[config.mk]
export PLATFORM = sky130hd
export DESIGN_NAME = pst_top
export DESIGN_NICKNAME = d
export VERILOG_FILES = /design/src/rtl/pst_pkg.sv /design/src/rtl/pst_speed_mem.sv /design/src/rtl/pst_top.sv
export VERILOG_INCLUDE_DIRS = /design/src /design/src/rtl
export SDC_FILE = /design/constraint.sdc
export NUM_CORES = 1
export LEC_CHECK = 0
export BUFFER_PORTS_ARGS = -buffer_cell sky130_fd_sc_hd__buf_2
export CORE_MARGIN = 4
export CORE_UTILIZATION = 30
export CTS_CLUSTER_SIZE = 8
export DETAILED_ROUTE_END_ITERATION = 7
export GPL_TIMING_DRIVEN = 0
export PLACE_DENSITY = 0.54
export SLEW_MARGIN = 20
export SYNTH_ARGS = -nofsm -noshare
export SYNTH_HDL_FRONTEND = slang
export SYNTH_SLANG_ARGS = --single-unit
export TNS_END_PERCENT = 1
[constraint.sdc]
create_clock -name i_clock -period 5.7 [get_ports i_clock]
set_input_delay 0.855 -clock i_clock [delete_from_list [all_inputs] [get_ports i_clock]]
set_output_delay 0.855 -clock i_clock [all_outputs]
set_load 0.01 [all_outputs]
[src/rtl/pst_map.svh]
// Register offsets, field positions, reset values and setting ranges
`ifndef PST_MAP_SVH
`define PST_MAP_SVH

`define PST_AW              8
`define PST_OFS_CTRL        8'h00
`define PST_OFS_SPD1        8'h04
`define PST_OFS_SPD7        8'h1C
`define PST_OFS_FWD_INT     8'h20
`define PST_OFS_REV_INT     8'h24
`define PST_OFS_FWD_EXT     8'h28
`define PST_OFS_REV_EXT     8'h2C
`define PST_OFS_MOT_SPD     8'h30
`define PST_OFS_MOT_TRQ     8'h34
`define PST_OFS_STATUS      8'h38
`define PST_OFS_SPD_OUT     8'h3C
`define PST_OFS_TRQ_OUT     8'h40

`define PST_MODE_MSB        7
`define PST_MODE_LSB        4
`define PST_ATL_MSB         11
`define PST_ATL_LSB         8
`define PST_MODE_PRESET     4'h3
`define PST_MODE_SW_SPEED   4'h4
`define PST_MODE_SW_POS     4'h5
`define PST_MODE_SW_TRQ     4'h6
`define PST_ATL_ON          4'h1

`define PST_RST_CTRL        16'h0000
`define PST_RST_SPD1        16'h0064
`define PST_RST_SPD2        16'h00C8
`define PST_RST_SPD3        16'h012C
`define PST_RST_SPD4        16'hFF9C
`define PST_RST_SPD5        16'hFF38
`define PST_RST_SPD6        16'hFED4
`define PST_RST_SPD7        16'h01F4
`define PST_RST_INT_TRQ     10'h12C
`define PST_RST_EXT_TRQ     10'h064
`define PST_RST_MOT_SPD     16'h1770
`define PST_RST_MOT_TRQ     10'h12C

`define PST_MAX_SET_SPD     16'h1770
`define PST_MAX_INT_TRQ     10'h190
`define PST_MAX_EXT_TRQ     10'h12C
`define PST_RESP_OKAY       2'h0
`define PST_RESP_SLVERR     2'h2

`endif

[src/rtl/pst_pkg.sv]
// Types shared by the preset speed and torque limit block
`include "pst_map.svh"
package pst_pkg;
   typedef enum logic [1:0] {
      PST_LOOP_SPEED = 2'b00,
      PST_LOOP_POS   = 2'b01,
      PST_LOOP_TRQ   = 2'b10,
      PST_LOOP_OTHER = 2'b11
   } pst_loop_t;

   typedef enum logic [1:0] {
      PST_RD_IDLE  = 2'b00,
      PST_RD_FETCH = 2'b01,
      PST_RD_RESP  = 2'b10
   } pst_rd_t;

   typedef struct packed {
      logic             awvalid;
      logic [`PST_AW-1:0] awaddr;
      logic             wvalid;
      logic [31:0]      wdata;
      logic [3:0]       wstrb;
      logic             bready;
      logic             arvalid;
      logic [`PST_AW-1:0] araddr;
      logic             rready;
   } pst_axi_req_t;

   typedef struct packed {
      logic        awready;
      logic        wready;
      logic        bvalid;
      logic [1:0]  bresp;
      logic        arready;
      logic        rvalid;
      logic [31:0] rdata;
      logic [1:0]  rresp;
   } pst_axi_rsp_t;

   typedef struct packed {
      logic speed_select_high_bit_n;
      logic forward_limit_select_n;
      logic reverse_limit_select_n;
   } pst_contact_t;

   typedef struct packed {
      pst_loop_t          loop;
      logic               preset_active;
      logic signed [15:0] speed_ref;
      logic [9:0]         fwd_torque_limit;
      logic [9:0]         rev_torque_limit;
      logic               analog_limit_used;
   } pst_drive_t;

   typedef struct packed {
      logic [15:0]        control_mode_select;
      logic [15:0]        function_option_select;
      logic [9:0]         fwd_int;
      logic [9:0]         rev_int;
      logic [9:0]         fwd_ext;
      logic [9:0]         rev_ext;
      logic [15:0]        mot_spd;
      logic [9:0]         mot_trq;
      logic               aw_have;
      logic [`PST_AW-1:0] aw_addr;
      logic               w_have;
      logic [31:0]        w_data;
      logic [3:0]         w_strb;
      logic               bvalid;
      logic [1:0]         bresp;
      pst_rd_t            rd_st;
      logic [`PST_AW-1:0] rd_addr;
      logic [31:0]        rdata;
      logic [1:0]         rresp;
      logic [2:0]         idx;
      pst_drive_t         drive;
   } pst_state_t;
endpackage : pst_pkg

[src/rtl/pst_speed_mem.sv]
// Preset speed table: one write port, two read ports with registered data
`include "pst_map.svh"
module pst_speed_mem #(
   parameter int W     = 16,
   parameter int DEPTH = 8
) (
   // Clock and reset
   input  wire logic                     i_clock,
   input  wire logic                     i_sys_rst,
   // Write port
   input  wire logic                     i_wr_en,
   input  wire logic [$clog2(DEPTH)-1:0] i_wr_addr,
   input  wire logic [W-1:0]             i_wr_data,
   // Read ports
   input  wire logic [$clog2(DEPTH)-1:0] i_rd_addr_a,
   output logic      [W-1:0]             o_rd_data_a,
   input  wire logic [$clog2(DEPTH)-1:0] i_rd_addr_b,
   output logic      [W-1:0]             o_rd_data_b
);
   typedef struct packed {
      logic [DEPTH-1:0][W-1:0] mem;
      logic [W-1:0]            rd_a;
      logic [W-1:0]            rd_b;
   } pst_mem_state_t;

   pst_mem_state_t s_r;
   pst_mem_state_t s_nxt;

   // Word 0 stays zero so the all-off combination reads a zero speed
   function automatic pst_mem_state_t pst_mem_rst();
      pst_mem_state_t r;
      r = '0;
      r.mem[1] = W'(`PST_RST_SPD1);
      r.mem[2] = W'(`PST_RST_SPD2);
      r.mem[3] = W'(`PST_RST_SPD3);
      r.mem[4] = W'(`PST_RST_SPD4);
      r.mem[5] = W'(`PST_RST_SPD5);
      r.mem[6] = W'(`PST_RST_SPD6);
      r.mem[7] = W'(`PST_RST_SPD7);
      return r;
   endfunction : pst_mem_rst

   always_comb begin
      s_nxt = s_r;
      if (i_wr_en && (i_wr_addr != '0)) begin
         s_nxt.mem[i_wr_addr] = i_wr_data;
      end
      s_nxt.rd_a = s_r.mem[i_rd_addr_a];
      s_nxt.rd_b = s_r.mem[i_rd_addr_b];
   end

   always_ff @(posedge i_clock) begin
      if (i_sys_rst) begin
         s_r <= pst_mem_rst();
      end else begin
         s_r <= s_nxt;
      end
   end

   assign o_rd_data_a = s_r.rd_a;
   assign o_rd_data_b = s_r.rd_b;
endmodule : pst_speed_mem

[src/rtl/pst_top.sv]
// Preset speed selection and torque limit selection behind an AXI4-Lite slave
//
// Local design decisions: the placing of the registers and the AXI4-Lite slave port.
`include "pst_map.svh"

// Summary of operation
// - Control mode 3 takes speed reference from presets chosen by contacts.
// - Speed index: high-bit select is bit 2, forward bit 1, reverse bit 0.
// - All three contacts off in preset mode gives zero speed under speed control.
// - Contacts are active low: low means on.
// - Seven signed presets in rpm, -6000 to 6000, defaults listed, immediate effect.
// - A preset above motor maximum speed in magnitude uses motor maximum.
// - Modes 4, 5, 6: nonzero index selects presets, all off switches mode.
// - Mode 5 with all contacts off switches to pulse train position control.
// - Internal forward and reverse limits always apply, 0 to 400 percent, default 300.
// - Any limit above motor maximum torque is replaced by motor maximum.
// - External limits 0 to 300 percent in 1 percent steps, default 100.
// - Outside modes 3 to 6, forward select on applies forward external limit, off the internal one.
// - Outside modes 3 to 6, reverse select on applies reverse external limit, off the internal one.
// - Analog torque limit applies in speed or position control, never torque.
// - Analog limit uses absolute value, applied both directions.
// - Analog limit enabled only when function option digit two equals 1.
module pst_top
   import pst_pkg::*;
#(
   parameter logic [15:0] MOTOR_MAX_SPEED  = `PST_RST_MOT_SPD,
   parameter logic [9:0]  MOTOR_MAX_TORQUE = `PST_RST_MOT_TRQ
) (
   // Clock and reset
   input  wire logic               i_clock,
   input  wire logic               i_sys_rst,
   // Register bus
   input  wire pst_axi_req_t       i_axi,
   output pst_axi_rsp_t            o_axi,
   // Contact inputs, active low
   input  wire pst_contact_t       i_contact,
   // Analog torque limit in percent of rated, and other-mode status
   input  wire logic signed [15:0] i_analog_torque_limit,
   input  wire logic               i_torque_control_active,
   // Reference to the speed and torque loops
   output pst_drive_t              o_drive
);
   import pst_pkg::*;

   pst_state_t         s_r;
   pst_state_t         s_nxt;
   logic               mem_we;
   logic [2:0]         mem_waddr;
   logic [15:0]        mem_wdata;
   logic [2:0]         rd_b_addr;
   logic [15:0]        spd_a;
   logic [15:0]        spd_b;
   logic [2:0]         idx_now;
   logic [3:0]         mode;
   logic [7:0]         waw;
   logic [31:0]        wold;
   logic [31:0]        wnew;
   logic               wok;
   logic               ana_en;
   logic [9:0]         ana_abs;
   logic [9:0]         fwd_lim;
   logic [9:0]         rev_lim;
   logic               ext_ok;
   logic [7:0]         raw;

   function automatic logic [2:0] pst_index(input pst_contact_t c);
      return {~c.speed_select_high_bit_n, ~c.forward_limit_select_n, ~c.reverse_limit_select_n};
   endfunction : pst_index

   // Unsigned compare: every limit is a magnitude in percent of rated torque
   function automatic logic [9:0] pst_min10(input logic [9:0] a, input logic [9:0] b);
      return (a < b) ? a : b;
   endfunction : pst_min10

   // Saturate a wide value into a limit field; the upper bits are compared too,
   // so an oversized write lands on the range top instead of wrapping
   function automatic logic [9:0] pst_sat10(input logic [15:0] v, input logic [9:0] max);
      return (v > {6'h00, max}) ? max : v[9:0];
   endfunction : pst_sat10

   // Symmetric clamp of a signed speed to plus or minus a magnitude
   function automatic logic [15:0] pst_clamp_spd(input logic [15:0] v, input logic [15:0] lim);
      logic signed [15:0] sv;
      logic signed [15:0] sl;
      sv = signed'(v);
      sl = signed'(lim);
      if (sv > sl) begin
         return lim;
      end else if (sv < -sl) begin
         return 16'(-sl);
      end
      return v;
   endfunction : pst_clamp_spd

   function automatic logic [31:0] pst_merge(input logic [31:0] o, input logic [31:0] n,
                                             input logic [3:0] st);
      logic [31:0] r;
      r = o;
      for (int b = 0; b < 4; b++) begin
         if (st[b]) begin
            r[8*b +: 8] = n[8*b +: 8];
         end
      end
      return r;
   endfunction : pst_merge

   function automatic pst_state_t pst_state_rst();
      pst_state_t r;
      r = '0;
      r.control_mode_select = `PST_RST_CTRL;
      r.fwd_int             = `PST_RST_INT_TRQ;
      r.rev_int             = `PST_RST_INT_TRQ;
      r.fwd_ext             = `PST_RST_EXT_TRQ;
      r.rev_ext             = `PST_RST_EXT_TRQ;
      r.mot_spd             = MOTOR_MAX_SPEED;
      r.mot_trq             = MOTOR_MAX_TORQUE;
      r.rd_st               = PST_RD_IDLE;
      r.drive.loop          = PST_LOOP_OTHER;
      return r;
   endfunction : pst_state_rst

   // Port a follows the contacts, port b serves bus reads; two ports keep
   // a register read from ever disturbing the speed reference
   pst_speed_mem #(
      .W     (16),
      .DEPTH (8)
   ) u_speed_mem (
      .i_clock     (i_clock),
      .i_sys_rst   (i_sys_rst),
      .i_wr_en     (mem_we),
      .i_wr_addr   (mem_waddr),
      .i_wr_data   (mem_wdata),
      .i_rd_addr_a (idx_now),
      .o_rd_data_a (spd_a),
      .i_rd_addr_b (rd_b_addr),
      .o_rd_data_b (spd_b)
   );

   assign idx_now = pst_index(i_contact);
   assign mode    = s_r.control_mode_select[`PST_MODE_MSB:`PST_MODE_LSB];
   assign raw     = (s_r.rd_st == PST_RD_IDLE) ? i_axi.araddr : s_r.rd_addr;
   assign rd_b_addr = raw[4:2];

   always_comb begin
      s_nxt     = s_r;
      mem_we    = 1'b0;
      mem_waddr = '0;
      mem_wdata = '0;
      waw       = {s_r.aw_addr[7:2], 2'b00};
      wold      = '0;
      wok       = 1'b1;

      // Write channel: address and data taken in either order
      if (i_axi.awvalid && !s_r.aw_have && !s_r.bvalid) begin
         s_nxt.aw_have = 1'b1;
         s_nxt.aw_addr = i_axi.awaddr;
      end
      if (i_axi.wvalid && !s_r.w_have && !s_r.bvalid) begin
         s_nxt.w_have = 1'b1;
         s_nxt.w_data = i_axi.wdata;
         s_nxt.w_strb = i_axi.wstrb;
      end
      case (waw)
         `PST_OFS_CTRL:    wold = {s_r.function_option_select, s_r.control_mode_select};
         `PST_OFS_FWD_INT: wold = {22'h0, s_r.fwd_int};
         `PST_OFS_REV_INT: wold = {22'h0, s_r.rev_int};
         `PST_OFS_FWD_EXT: wold = {22'h0, s_r.fwd_ext};
         `PST_OFS_REV_EXT: wold = {22'h0, s_r.rev_ext};
         `PST_OFS_MOT_SPD: wold = {16'h0, s_r.mot_spd};
         `PST_OFS_MOT_TRQ: wold = {22'h0, s_r.mot_trq};
         default:          wold = '0;
      endcase
      wnew = pst_merge(wold, s_r.w_data, s_r.w_strb);
      if (s_r.aw_have && s_r.w_have) begin
         s_nxt.aw_have = 1'b0;
         s_nxt.w_have  = 1'b0;
         s_nxt.bvalid  = 1'b1;
         case (waw)
            `PST_OFS_CTRL: begin
               s_nxt.control_mode_select    = wnew[15:0];
               s_nxt.function_option_select = wnew[31:16];
            end
            `PST_OFS_FWD_INT: s_nxt.fwd_int = pst_sat10(wnew[15:0], `PST_MAX_INT_TRQ);
            `PST_OFS_REV_INT: s_nxt.rev_int = pst_sat10(wnew[15:0], `PST_MAX_INT_TRQ);
            `PST_OFS_FWD_EXT: s_nxt.fwd_ext = pst_sat10(wnew[15:0], `PST_MAX_EXT_TRQ);
            `PST_OFS_REV_EXT: s_nxt.rev_ext = pst_sat10(wnew[15:0], `PST_MAX_EXT_TRQ);
            `PST_OFS_MOT_SPD: s_nxt.mot_spd = wnew[15:0];
            `PST_OFS_MOT_TRQ: s_nxt.mot_trq = wnew[9:0];
            default: begin
               // Partial strobes on a preset are dropped: half a speed word means nothing
               if (waw >= `PST_OFS_SPD1 && waw <= `PST_OFS_SPD7) begin
                  // Preset store, clamped to the setting range
                  mem_we    = (s_r.w_strb[1:0] == 2'b11);
                  mem_waddr = waw[4:2];
                  mem_wdata = pst_clamp_spd(s_r.w_data[15:0], `PST_MAX_SET_SPD);
               end else begin
                  wok = 1'b0;
               end
            end
         endcase
         s_nxt.bresp = wok ? `PST_RESP_OKAY : `PST_RESP_SLVERR;
      end
      if (s_r.bvalid && i_axi.bready) begin
         s_nxt.bvalid = 1'b0;
      end

      // The fetch cycle gives the table word time to reach its output register
      // Read channel: one cycle to fetch table data, then the answer
      case (s_r.rd_st)
         PST_RD_IDLE: begin
            if (i_axi.arvalid) begin
               s_nxt.rd_addr = i_axi.araddr;
               s_nxt.rd_st   = PST_RD_FETCH;
            end
         end
         PST_RD_FETCH: begin
            s_nxt.rresp = `PST_RESP_OKAY;
            case ({s_r.rd_addr[7:2], 2'b00})
               `PST_OFS_CTRL:    s_nxt.rdata = {s_r.function_option_select, s_r.control_mode_select};
               `PST_OFS_FWD_INT: s_nxt.rdata = {22'h0, s_r.fwd_int};
               `PST_OFS_REV_INT: s_nxt.rdata = {22'h0, s_r.rev_int};
               `PST_OFS_FWD_EXT: s_nxt.rdata = {22'h0, s_r.fwd_ext};
               `PST_OFS_REV_EXT: s_nxt.rdata = {22'h0, s_r.rev_ext};
               `PST_OFS_MOT_SPD: s_nxt.rdata = {16'h0, s_r.mot_spd};
               `PST_OFS_MOT_TRQ: s_nxt.rdata = {22'h0, s_r.mot_trq};
               `PST_OFS_STATUS:  s_nxt.rdata = {23'h0, s_r.drive.analog_limit_used, 1'b0,
                                                s_r.idx, 1'b0, s_r.drive.preset_active,
                                                s_r.drive.loop};
               `PST_OFS_SPD_OUT: s_nxt.rdata = {{16{s_r.drive.speed_ref[15]}}, s_r.drive.speed_ref};
               `PST_OFS_TRQ_OUT: s_nxt.rdata = {6'h0, s_r.drive.rev_torque_limit,
                                                6'h0, s_r.drive.fwd_torque_limit};
               default: begin
                  if (s_r.rd_addr >= `PST_OFS_SPD1 && s_r.rd_addr <= `PST_OFS_SPD7 + 8'h03) begin
                     s_nxt.rdata = {{16{spd_b[15]}}, spd_b};
                  end else begin
                     s_nxt.rdata = '0;
                     s_nxt.rresp = `PST_RESP_SLVERR;
                  end
               end
            endcase
            s_nxt.rd_st = PST_RD_RESP;
         end
         PST_RD_RESP: begin
            if (i_axi.rready) begin
               s_nxt.rd_st = PST_RD_IDLE;
            end
         end
         default: s_nxt.rd_st = PST_RD_IDLE;
      endcase

      // Index lines up with the table word read this cycle
      s_nxt.idx = idx_now;
      s_nxt.drive.preset_active = 1'b0;
      s_nxt.drive.speed_ref     = '0;
      s_nxt.drive.loop          = PST_LOOP_OTHER;
      case (mode)
         // Index zero reads a zero word
         `PST_MODE_PRESET: begin
            s_nxt.drive.loop          = PST_LOOP_SPEED;
            s_nxt.drive.preset_active = 1'b1;
         end
         // Nonzero index keeps presets, index zero hands over
         `PST_MODE_SW_SPEED: begin
            s_nxt.drive.loop          = PST_LOOP_SPEED;
            s_nxt.drive.preset_active = (s_r.idx != 3'h0);
         end
         // Hand over to pulse train position control
         `PST_MODE_SW_POS: begin
            s_nxt.drive.loop          = (s_r.idx != 3'h0) ? PST_LOOP_SPEED : PST_LOOP_POS;
            s_nxt.drive.preset_active = (s_r.idx != 3'h0);
         end
         `PST_MODE_SW_TRQ: begin
            s_nxt.drive.loop          = (s_r.idx != 3'h0) ? PST_LOOP_SPEED : PST_LOOP_TRQ;
            s_nxt.drive.preset_active = (s_r.idx != 3'h0);
         end
         default: s_nxt.drive.loop = PST_LOOP_OTHER;
      endcase
      if (s_nxt.drive.preset_active) begin
         s_nxt.drive.speed_ref = signed'(pst_clamp_spd(spd_a, s_r.mot_spd));
      end

      // Contacts pick speeds in modes 3 to 6, so external limits stay off there
      ext_ok = !(mode >= `PST_MODE_PRESET && mode <= `PST_MODE_SW_TRQ);
      // Function option digit enables analog limit
      // Not while the torque loop is in charge
      ana_en = (s_r.function_option_select[`PST_ATL_MSB:`PST_ATL_LSB] == `PST_ATL_ON) &&
               (s_nxt.drive.loop != PST_LOOP_TRQ) &&
               !((s_nxt.drive.loop == PST_LOOP_OTHER) && i_torque_control_active);
      // Full scale negative input saturates rather than wrapping to a small limit
      // Magnitude only
      ana_abs = pst_sat10(i_analog_torque_limit[15] ? 16'(-i_analog_torque_limit)
                                                    : i_analog_torque_limit, 10'h3FF);
      fwd_lim = s_r.fwd_int;
      rev_lim = s_r.rev_int;
      if (ext_ok && (s_r.idx[1])) begin
         fwd_lim = pst_min10(fwd_lim, s_r.fwd_ext);
      end
      if (ext_ok && (s_r.idx[0])) begin
         rev_lim = pst_min10(rev_lim, s_r.rev_ext);
      end
      if (ana_en) begin
         fwd_lim = pst_min10(fwd_lim, ana_abs);
         rev_lim = pst_min10(rev_lim, ana_abs);
      end
      s_nxt.drive.fwd_torque_limit  = pst_min10(fwd_lim, s_r.mot_trq);
      s_nxt.drive.rev_torque_limit  = pst_min10(rev_lim, s_r.mot_trq);
      s_nxt.drive.analog_limit_used = ana_en;
   end

   // Synchronous reset; the drive outputs fall back to the idle loop code
   always_ff @(posedge i_clock) begin
      if (i_sys_rst) begin
         s_r <= pst_state_rst();
      end else begin
         s_r <= s_nxt;
      end
   end

   // Ready terms are combinational; the held beat blocks a second one
   always_comb begin
      o_axi.awready = !s_r.aw_have && !s_r.bvalid;
      o_axi.wready  = !s_r.w_have && !s_r.bvalid;
      o_axi.bvalid  = s_r.bvalid;
      o_axi.bresp   = s_r.bresp;
      o_axi.arready = (s_r.rd_st == PST_RD_IDLE);
      o_axi.rvalid  = (s_r.rd_st == PST_RD_RESP);
      o_axi.rdata   = s_r.rdata;
      o_axi.rresp   = s_r.rresp;
   end

   assign o_drive = s_r.drive;
endmodule : pst_top

==> impl_results.md <==
* First-pass DRT Iterations at 6
* Post-synthesis register bit count at around 390
* Layout cells sized above 1 at approximately 18%
* Via density at between 5 and 6
* Port Buffers at 150
* Endpoint class of the critical path: register
* Post-synth EDFFs at 0
* Post-Syn Area at roughly 0.021 sq mm
* Final Hold Vio Count at 0
* I/O pin total at 160
* Worst-Margin Slew at 1.188 ns
* Core Region at a little under 0.07 sq mm
* CTS max path bufs at 3
* Clk_lat worst skew at between 0.6 and 0.7 ns
* Worst Path Buf+Inv at 5
* Synth area leaders: dfxtp_1 (37%), mux4_2 (7.5%), nand2_1 (6.8%), a21oi_1 (6.3%), ha_1 (4.9%)
* Hold buffers post-CTS at 0
* Starting Density at a little under a third
* Sequential-to-total area share from yosys stat at 36.86%
* Max cap viols at 0
* Prevailing post-synth register cell: dfxtp_1
* Drc violations at 0
* Status: finished, final reports clean
* Max-slew violations at 0
* Setup Skew at approximately 0.038 ns
* Clock Tree Root: clkbuf_16
* All-Layer GR Usage at 22.51%
* Row count at 96
* Maximum vdd ir drop at roughly 240 uV
* Pwr/cell area at ~270 mW/mm^2
* Worst Path Arrival at 6.13 ns
* Die area at 0.07454 sq mm
* CP required at between 6 and 7 ns
* Final wirelength at just under 90000 microns
* First-pass GRT wire length at ~130000 microns
* Largest delay contributor family on the critical path: simple AND/OR/NAND/NOR gates
* Post-Synthesis Cells at roughly 2500
* Min Clock Period, post-route at approximately 5.6 ns
* ANT cells at 0
* Synth top area share at ~37%
* Nets at 2891
* Largest net degree at the start of global routing at 16
* Worst setup path category: in -> reg
* Slowest cell on crit path: or4_4
* Top cell type by total area after synthesis: dfxtp_1
* Gpl congestion at ~0.98
* Die height at roughly 270 microns
* DRT iter0 DRCs at roughly 2000
* Initial antenna violation count at 0
* Largest stage delay, worst path at about 0.54 ns
* Inst Count DP at around 3600
* Most frequent cell after synthesis: dfxtp_1
* GRT Residual Overflow at 0
* Area delta synth->final at 18.41%
* DP HPWL at approximately 68000 microns
* Clk slew on worst S/H paths at 0.05 ns
* Final worst path period share at between 90% and 100%
* Ys Warns at 0
* Antenna Nets Post-Route at 0
* CTS buffer count at 54
* RSZ-0062 raised after global routing: true
* Async set-reset flop share out of synthesis at 0%
* Vias in the first global route at roughly 19000
* CTS tree: built
* Setup_tns at 0 ns
* Synth cell types at 84
* Syn avg cell area at between 8 and 9 sq um
* Leakage power at 10.06 nW
* Drt wl/cell at around 24 microns
* H-tree level count at 2
* Vias after detailed routing at approximately 20000
* Worst setup SP type: input pin
* Die X at about 270 microns
* Post-route non-filler standard cell count at roughly 3700
* CTS sink count at 388
* Worst slew margin at roughly a fifth
* Worst min path class: reg -> reg
* Crit path max fanout at 10
* Most common library cells after synthesis: dfxtp_1 (388), nand2_1 (384), a21oi_1 (267)
* Fmax at between 150 and 200 MHz
* Setup violators final at 0
==> kinds of logic (layout without fill, tap and decap cells) <==
family          after synthesis  in the layout  share of synthesized area (%)
compound gates              651            651                          19.57
xor+xnor                     24             24                         0.9977
fa+ha+maj                    82             82                          4.869
buf+inv                     320            556                          7.150
flops                       388            388                          36.86
mux                         180            180                          12.79
other cells                   1              2                        0.01780
simple gates                850            850                          17.75
==> final timing paths <==
kind	from	endpoint	slack, ns	cells after the start
max	i_analog_torque_limit[8]	o_drive[2]	0.06	27
min	s_r[125]	s_r[125]	0.45	2
max reg2reg	s_r[181]	o_drive[14]	0.26	23
min reg2reg	s_r[125]	s_r[125]	0.45	2
==> power breakdown <==
part | switching (mW) | internal (mW)
combinational | 0.563 | 0.309
clock | 1.19 | 1.68
sequential | 0.0838 | 2.79
total | 1.84 | 4.77
==> worst reg2reg max path: cells and delay by family (launching register included) <==
kind / cells / cell delay [ns]
AOI/OAI and AO/OA: 9 / 1.93
DFF: 1 / 0.50
and+or+nand+nor: 5 / 0.89
buffers and inverters: 4 / 0.55
adders and majority gates: 3 / 0.90
muxes: 2 / 0.56
==> repair_timing <==
action                                 4_1_cts  5_1_grt
endpoints found under the hold margin        0        0
resized for setup                           33       45
setup endpoints to repair                   20       20
gates cloned                                 1        0
setup buffers                                7       17
pin swaps                                    7       14
==> layout make-up <==
class                   instances  area (sq um)
inverters                      82         307.8
well taps                     931          1165
fillers                      7209         44120
plain buffers                 236          1217
clock inverters                 2         60.06
flip-flops and latches        388          7796
multi-input cells            1789         12070
repair buffers                179         960.9
clock buffers                  57          1373
==> flip-flops by register name (all words and copies together), names as in the netlist <==
name and flops:
s_r 149, u_speed_mem.s_r 128, o_drive 40, o_axi 35, u_speed_mem.o_rd_data_a 16, u_speed_mem.o_rd_data_b 16
mode 4
==> placed cells by master, fill, tap and decap left out, drive strengths merged, types with 26 or more instances in the layout <==
cell / netlist / routed
nor2b: 29 / 29
mux4: 70 / 70
inv: 82 / 82
nand3: 38 / 38
clkbuf: 143 / 201
a22oi: 26 / 26
buf: 95 / 271
mux2i: 97 / 97
a21oi: 268 / 268
nand2: 384 / 384
o21ai: 101 / 101
o211ai: 66 / 66
nor2: 238 / 238
ha: 82 / 82
nor3: 32 / 32
dfxtp: 388 / 388
==> through the flow <==
stage                     worst slack [ns]  total power [mW]  cell area (sq um)  utilization, %  hold slack (ns)
after floorplan                  0.0007141             3.407              21110               -           0.4291
after global placement             -0.8712             3.750              23030           33.34           0.4428
after detailed placement           -0.8839             3.758              23090           33.43           0.4471
after CTS                        -0.009473             6.626              24660           35.71           0.4538
after global routing               -0.1399             6.842              24950           36.12           0.4715
final                              0.05992             6.615              24950           36.12           0.4521
==> per-layer routing <==
metal  vias to the layer above  GRT usage (%)  part of all wire (%)
li1                       9326              -                     -
met1                      9645          29.86                    42
met2                       968          36.12                    45
met3                       189          4.802                   9.3
met4                         0          8.305                   4.0
met5                         -              0                     0
Note: power is estimated with default switching activity, not from simulation.
